**src/core/tpc_pkg.sv**
```systemverilog
// Purpose: shared constants and carrier types for the transmit path control block
// Assumes: one byte lane per core_clk cycle on both stream and line sides
// Notes:   line codes follow the usual 10G-style control character values
package tpc_pkg;
  // ------------------------------------------------------------
  // line codes
  // ------------------------------------------------------------
  localparam logic [7:0]  CODE_IDLE  = 8'h07;
  localparam logic [7:0]  CODE_START = 8'hFB;
  localparam logic [7:0]  CODE_TERM  = 8'hFD;
  localparam logic [7:0]  CODE_ERROR = 8'hFE;
  // ------------------------------------------------------------
  // gap, frame check and scrambler constants
  // ------------------------------------------------------------
  localparam logic [3:0]  IPG_MIN    = 4'h8;  // smallest setting that adds idles
  localparam logic [3:0]  IPG_MAX    = 4'hC;  // larger settings are clamped here
  localparam logic [3:0]  IPG_TERM   = 4'h1;  // bytes taken by the terminate code
  localparam logic [31:0] CRC_INIT   = 32'hFFFFFFFF;
  localparam logic [31:0] CRC_POLY   = 32'hEDB88320;
  localparam logic [1:0]  FCS_LAST   = 2'h3;  // index of the fourth fcs byte
  localparam logic [57:0] SCR_INIT   = 58'h3FFFFFFFFFFFFFF;
  localparam int          SCR_TAP_A  = 38;
  localparam int          SCR_TAP_B  = 57;

  // stream byte from user logic
  typedef struct packed {
    logic [7:0] data;
    logic       last;
  } tpc_beat_type;

  // one line byte: ctrl high means data holds a control code
  typedef struct packed {
    logic       ctrl;
    logic [7:0] data;
  } tpc_line_type;

  // transmit control inputs
  typedef struct packed {
    logic       test_pattern;
    logic       tx_gate;
    logic       fcs_append;
    logic [3:0] ipg_bytes;
  } tpc_ctl_type;
endpackage

```
**src/core/tpc_crc.sv**
```systemverilog
// Purpose: byte-wise frame check sequence accumulator
// Assumes: init and en never both high
// Notes:   reflected crc-32, result is inverted by the caller
`timescale 1ns/1ps
module tpc_crc (
  input  wire logic        core_clk,
  input  wire logic        sys_rst,
  input  wire logic        init,
  input  wire logic        en,
  input  wire logic [7:0]  data,
  output logic      [31:0] crc_q
);
  import tpc_pkg::*;

  logic [31:0] crc_d;

  // ------------------------------------------------------------
  // next value: fold one byte, lsb first
  // ------------------------------------------------------------
  always_comb begin
    logic [31:0] c;
    c = crc_q;
    for (int i = 0; i < 8; i++) begin
      c = (c[0] ^ data[i]) ? ((c >> 1) ^ CRC_POLY) : (c >> 1);
    end
    crc_d = crc_q;
    if (init) begin
      crc_d = CRC_INIT;
    end else if (en) begin
      crc_d = c;
    end
  end

  // register
  always_ff @(posedge core_clk) begin
    if (sys_rst) begin
      crc_q <= CRC_INIT;
    end else begin
      crc_q <= crc_d;
    end
  end
endmodule

```
**src/core/tpc_top.sv**
```systemverilog
// Purpose: transmit path control: gate, fcs append, gap and test pattern
// Assumes: control inputs come from logic on core_clk; source keeps valid within a packet
// Notes:   gate and fcs choice are taken only at a packet start; test mode is taken on every idle-state cycle
`timescale 1ns/1ps
// How it works
// - test pattern select high sends a scrambled idle pattern instead of traffic.
// - packets start only while the gate is high, and a started packet runs to its end; otherwise idles only.
// - fcs append high adds computed frame check bytes; low adds none.
// - gap setting 8 to 12 gives that many bytes between packets.
// - gap setting 0 to 7 gives only the terminate byte, no idles.
module tpc_top (
  input  wire logic                  core_clk,
  input  wire logic                  sys_rst,
  input  wire tpc_pkg::tpc_ctl_type  ctl,
  input  wire logic                  in_valid,
  input  wire tpc_pkg::tpc_beat_type in_beat,
  output logic                       in_ready,
  output tpc_pkg::tpc_line_type      line_q,
  output logic                       test_mode_q
);
  import tpc_pkg::*;

  typedef enum logic [5:0] {
    ST_IDLE  = 6'b000001,
    ST_DATA  = 6'b000010,
    ST_FCS   = 6'b000100,
    ST_TERM  = 6'b001000,
    ST_GAP   = 6'b010000,
    ST_SPARE = 6'b100000
  } tpc_state_type;

  tpc_state_type state_q, state_d;
  tpc_line_type  line_d;
  logic          test_mode_d;
  logic          fcs_on_q, fcs_on_d;
  logic [1:0]    fcs_idx_q, fcs_idx_d;
  logic [3:0]    gap_q, gap_d;
  logic [57:0]   scr_q, scr_d;
  logic [7:0]    scr_byte;
  logic          scr_adv;
  logic [31:0]   crc_q;
  logic          crc_init;
  logic          crc_en;
  logic [3:0]    ipg_clamped;
  logic [3:0]    idle_count;
  logic [31:0]   fcs_word;

  // ------------------------------------------------------------
  // frame check accumulator
  // ------------------------------------------------------------
  tpc_crc u_crc (
    .core_clk (core_clk),
    .sys_rst  (sys_rst),
    .init     (crc_init),
    .en       (crc_en),
    .data     (in_beat.data),
    .crc_q    (crc_q)
  );

  assign fcs_word = ~crc_q;

  // ------------------------------------------------------------
  // gap length
  // ------------------------------------------------------------
  // idles after the terminate byte; small settings add none
  always_comb begin
    ipg_clamped = (ctl.ipg_bytes > IPG_MAX) ? IPG_MAX : ctl.ipg_bytes;
    if (ctl.ipg_bytes < IPG_MIN) begin
      idle_count = '0;
    end else begin
      idle_count = ipg_clamped - IPG_TERM;
    end
  end

  // stream handshake: bytes are taken only inside a packet
  assign in_ready = (state_q == ST_DATA);
  assign crc_en   = (state_q == ST_DATA) && in_valid;

  // ------------------------------------------------------------
  // frame sequencer
  // ------------------------------------------------------------
  // next state, line byte and latched per-packet settings
  always_comb begin
    state_d     = state_q;
    line_d      = '{ctrl: 1'b1, data: CODE_IDLE};
    test_mode_d = test_mode_q;
    fcs_on_d    = fcs_on_q;
    crc_init    = 1'b0;
    unique case (state_q)
      ST_IDLE: begin
        test_mode_d = ctl.test_pattern;
        if (ctl.test_pattern) begin
          line_d = '{ctrl: 1'b0, data: scr_byte};
        end else if (ctl.tx_gate && in_valid) begin
          line_d   = '{ctrl: 1'b1, data: CODE_START};
          fcs_on_d = ctl.fcs_append;
          crc_init = 1'b1;
          state_d  = ST_DATA;
        end
      end
      ST_DATA: begin
        if (in_valid) begin
          line_d = '{ctrl: 1'b0, data: in_beat.data};
          if (in_beat.last) begin
            state_d = fcs_on_q ? ST_FCS : ST_TERM;
          end
        end else begin
          line_d = '{ctrl: 1'b1, data: CODE_ERROR}; // source starved mid-packet
        end
      end
      ST_FCS: begin
        line_d = '{ctrl: 1'b0, data: fcs_word[{fcs_idx_q, 3'b000} +: 8]};
        if (fcs_idx_q == FCS_LAST) begin
          state_d = ST_TERM;
        end
      end
      ST_TERM: begin
        line_d  = '{ctrl: 1'b1, data: CODE_TERM};
        state_d = (idle_count == '0) ? ST_IDLE : ST_GAP;
      end
      ST_GAP: begin
        // last idle of the gap: the next cycle may already start a packet
        if (gap_q == 4'h1) begin
          state_d = ST_IDLE;
        end
      end
      default: begin
        state_d = ST_IDLE;
      end
    endcase
  end

  // sequencer registers; the line shows idles through reset
  always_ff @(posedge core_clk) begin
    if (sys_rst) begin
      state_q     <= ST_IDLE;
      line_q      <= '{ctrl: 1'b1, data: CODE_IDLE};
      test_mode_q <= 1'b0;
      fcs_on_q    <= 1'b0;
    end else begin
      state_q     <= state_d;
      line_q      <= line_d;
      test_mode_q <= test_mode_d;
      fcs_on_q    <= fcs_on_d;
    end
  end

  // ------------------------------------------------------------
  // test pattern scrambler
  // ------------------------------------------------------------
  // steps only while a test byte is sent, so the pattern always
  // restarts from the same seed after a reset
  assign scr_adv = (state_q == ST_IDLE) && ctl.test_pattern;

  // scramble one idle byte, lsb first, with the output fed back
  always_comb begin
    logic [57:0] nxt;
    logic        s;
    nxt      = scr_q;
    s        = 1'b0;
    scr_byte = '0;
    for (int i = 0; i < 8; i++) begin
      s           = CODE_IDLE[i] ^ nxt[SCR_TAP_A] ^ nxt[SCR_TAP_B];
      scr_byte[i] = s;
      nxt         = {nxt[56:0], s};
    end
    scr_d = scr_adv ? nxt : scr_q;
  end

  // scrambler register
  always_ff @(posedge core_clk) begin
    if (sys_rst) begin
      scr_q <= SCR_INIT;
    end else begin
      scr_q <= scr_d;
    end
  end

  // ------------------------------------------------------------
  // fcs byte index
  // ------------------------------------------------------------
  // held at zero through the payload so the first fcs byte is byte 0
  always_comb begin
    fcs_idx_d = fcs_idx_q;
    if (state_q == ST_DATA) begin
      fcs_idx_d = '0;
    end else if (state_q == ST_FCS) begin
      fcs_idx_d = fcs_idx_q + 2'h1;
    end
  end

  // fcs index register
  always_ff @(posedge core_clk) begin
    if (sys_rst) begin
      fcs_idx_q <= '0;
    end else begin
      fcs_idx_q <= fcs_idx_d;
    end
  end

  // ------------------------------------------------------------
  // gap countdown
  // ------------------------------------------------------------
  // loaded at the terminate byte, then one idle byte per cycle; the
  // terminate byte itself is the first byte of the gap
  always_comb begin
    gap_d = gap_q;
    if (state_q == ST_TERM) begin
      gap_d = idle_count;
    end else if (state_q == ST_GAP) begin
      gap_d = gap_q - 4'h1;
    end
  end

  // gap register
  always_ff @(posedge core_clk) begin
    if (sys_rst) begin
      gap_q <= '0;
    end else begin
      gap_q <= gap_d;
    end
  end
endmodule

```
**config.mk**
```make
export PLATFORM = sky130hd
export DESIGN_NAME = tpc_top
export DESIGN_NICKNAME = d
export VERILOG_FILES = /design/src/core/tpc_pkg.sv /design/src/core/tpc_crc.sv /design/src/core/tpc_top.sv
export SDC_FILE = /design/constraint.sdc
export NUM_CORES = 1
export LEC_CHECK = 0
export BUFFER_PORTS_ARGS = -buffer_cell sky130_fd_sc_hd__buf_2
export CELL_PAD_IN_SITES_DETAIL_PLACEMENT = 1
export CELL_PAD_IN_SITES_GLOBAL_PLACEMENT = 2
export CORE_ASPECT_RATIO = 1.75
export CORE_UTILIZATION = 42
export DETAILED_ROUTE_END_ITERATION = 16
export GPL_ROUTABILITY_DRIVEN = 0
export PLACE_DENSITY = 0.81
export SLEW_MARGIN = 20
export SYNTH_ARGS = -nofsm -noshare
export SYNTH_HDL_FRONTEND = slang
export SYNTH_HIERARCHICAL = 1
export SYNTH_SLANG_ARGS = --single-unit
export TNS_END_PERCENT = 20
```
**constraint.sdc**
```tcl
create_clock -name core_clk -period 3.8 [get_ports core_clk]
set_input_delay 0.19 -clock core_clk [delete_from_list [all_inputs] [get_ports core_clk]]
set_output_delay 0.19 -clock core_clk [all_outputs]
set_load 0.03 [all_outputs]
```
==> qor.yml <==
fin_hold_ws_ns: 0.1050
setup-tns-final_ns: 0
syn-instance-count: 585
yosysUniqueCellTypes: 55
n_antenna_cell: 0
fin_skew_ns: 0.006331
period_minus_slack_ns: 2.371
crit_path_max_incr_delay_ns: 0.84
layout_commonest_cell: "nand2_1"
syn_avg_cell_area_um2: 9.552
crit_path_cell_trace: "or3b_2, o41ai_2, nand2_1, or2_2"
ys_seq_elements: 112
die_y_um: 154.6
cts_tree: "yes"
clk_latency_ns: 0.35
powerDensity_nw_per_um2: 540.4
setup_ws_ns: 1.429
p_seq_share_pct: 44.3
ys.flop_type: "dfxtp_1"
hold_path.class: "in -> reg"
postCtsResizedCells: 0
core_um2: 12940
cp.required_ns: 4.04
yosysTopAreaCell: "dfxtp_1"
antenna_found_initial: 0
vias: 4091
track_usage_pct: 21.37
clockPowerShare_pct: 27.1
ioPinCount: 30
dieArea_um2: 13790
wl_per_cell_um: 17.62
clock.fmax_mhz: 421.7
yosysWarnings: 6
rsz0062_at_grt: "false"
layout-drive-gt1-share_pct: 14.21
synthTopCellsByArea: "dfxtp_1, nand2_1, nand3b_1"
post_cts.repair.setup_buffers: 0
synth_nets: 608
cts_root_buffer: "clkbuf_16"
drv_slew: 0
routed_wirelength_mm: 13.55
sw_frac_of_total_pct: 33.04
synthArstFlopShare_pct: 0
grt_pass1_wl_mm: 22.25
finalCritPeriodShare_pct: 62.40
cts_sinks: 112
cts_inserted_buffers: 9
ant_nets: 0
power.leakage_nw: 2.707
cp-end-kind: "register"
cts.clk_slew.worst_paths_ns: 0.07
internal_power_mw: 2.219
drc: 0
start_util_pct: 43.19
drtPass1Iterations: 4
tightest_slew_ns: 1.036
layout.nets: 617
hpwl_mm: 9.778
cp_top_family: "simple AND/OR/NAND/NOR gates"
dp_slack_ns: 1.431
grt_max_degree: 75
drt_iter0_drc: 107
status: "finished, final reports clean"
io_buffer_count: 29
grt_overflow: 0
clk_path_buf_depth: 2
p_sw_mw: 1.094
synth_top_area_share_pct: 40.13
htreeDepth: 3
path_max_fanout: 9
postCtsHoldBufs: 0
slew-limit-headroom_pct: 30.18
dieWidth_um: 89.19
peakVddDrop_uv: 303.8
seq_area_frac_synth_pct: 40.13
crit_type: "reg -> reg"
setup_viol: 0
num_rows: 55
synth-edff-count: 0
grt_pass1_vias: 4422
start_kind: "register"
via_per_inst: 5.320
cap_violations: 0
layout_common_cells: "nand2_1, dfxtp_1, nand3b_1"
area_growth_pct: 9.718
hold_viol: 0
crit_slowest_cell: "o41ai_2"
combPwrFrac_pct: 28.7
syn_area_um2: 5588
critical_path_buf_inv_count: 0
crit_arrival_ns: 2.61
n_fill_cell: 1513
==> area by class of cell <==
class | count | area (um^2) | area share [%]
Inverter | 6 | 22.52 | 0.3673
Timing Repair Buffer | 36 | 197.7 | 3.224
Multi-Input combinational cell | 429 | 3182 | 51.90
Clock inverter | 4 | 30.03 | 0.4898
Clock buffer | 11 | 242.7 | 3.959
Tap cell | 171 | 214.0 | 3.490
Sequential cell | 112 | 2242 | 36.57
==> path summary, 6_finish.rpt <==
| check | startpoint | endpoint | slack, ns | cells past startpoint |
|---|---|---|---|---|
| max | state_q[3] | line_q[8] | 1.43 | 4 |
| max reg2reg | state_q[3] | line_q[8] | 1.43 | 4 |
| min | in_beat[3] | line_q[2] | 0.11 | 2 |
| min reg2reg | scr_q[13] | scr_q[21] | 0.47 | 2 |
==> sequential cells by signal, summed over array words and instances, names as in the netlist <==
register / cells
u_crc/crc_q: 32
fcs_idx_q: 2
state_q: 5
test_mode_q: 1
line_q: 9
gap_q: 4
scr_q: 58
fcs_on_q: 1
==> power groups by stage <==
stage / registers (mW) / clock network [mW] / logic [mW]
4_1_cts: 1.47 / 0.922 / 0.969
5_1_grt: 1.49 / 0.971 / 1.06
6_report: 1.47 / 0.897 / 0.950
3_3_place_gp: 1.49 / 0 / 0.935
3_5_place_dp: 1.49 / 0 / 0.962
2_1_floorplan: 1.51 / 0 / 0.695
==> stage by stage <==
step	cells	area [um^2]	total power, mW	utilization (%)
final	769	6131	3.313	47.39
after global placement	754	5858	2.422	45.28
after global routing	769	6131	3.519	47.39
after detailed placement	754	5858	2.456	45.28
after CTS	769	6131	3.359	47.39
after floorplan	585	5588	2.203	-
==> synthesized netlist by cell type (3+ instances only) <==
cell type,n
a211o_1,9
a21o_1,5
a21oi_1,19
clkbuf_1,35
dfxtp_1,112
ha_1,4
inv_1,6
mux2i_1,4
mux4_2,8
nand2_1,128
nand2b_1,4
nand3_1,3
nand3b_1,51
nor2_1,38
nor3_1,12
o211ai_1,19
o21ai_0,11
o31a_1,5
or3_1,3
xnor2_1,27
xnor2_2,8
xnor3_1,15
xor2_1,18
xor3_1,3
==> per-layer routing <==
layer  share of wire [%]  wire [um]  vias to the layer above  GRT usage [%]
li1                    -          -                     2009              -
met1                  41       5496                     2019          23.92
met2                  54       7373                       36          38.68
met3                 1.5        205                       27          3.095
met4                 3.5        477                        0          9.675
met5                   0          0                        -              0
==> cell families after synthesis <==
logic type	synth area share (%)
compound gates	10.82
xor+xnor	19.23
fa+ha+maj	0.8957
buf+inv	3.112
flops	40.13
mux	4.209
simple gates	21.61
(Power assumes the default switching activity.)
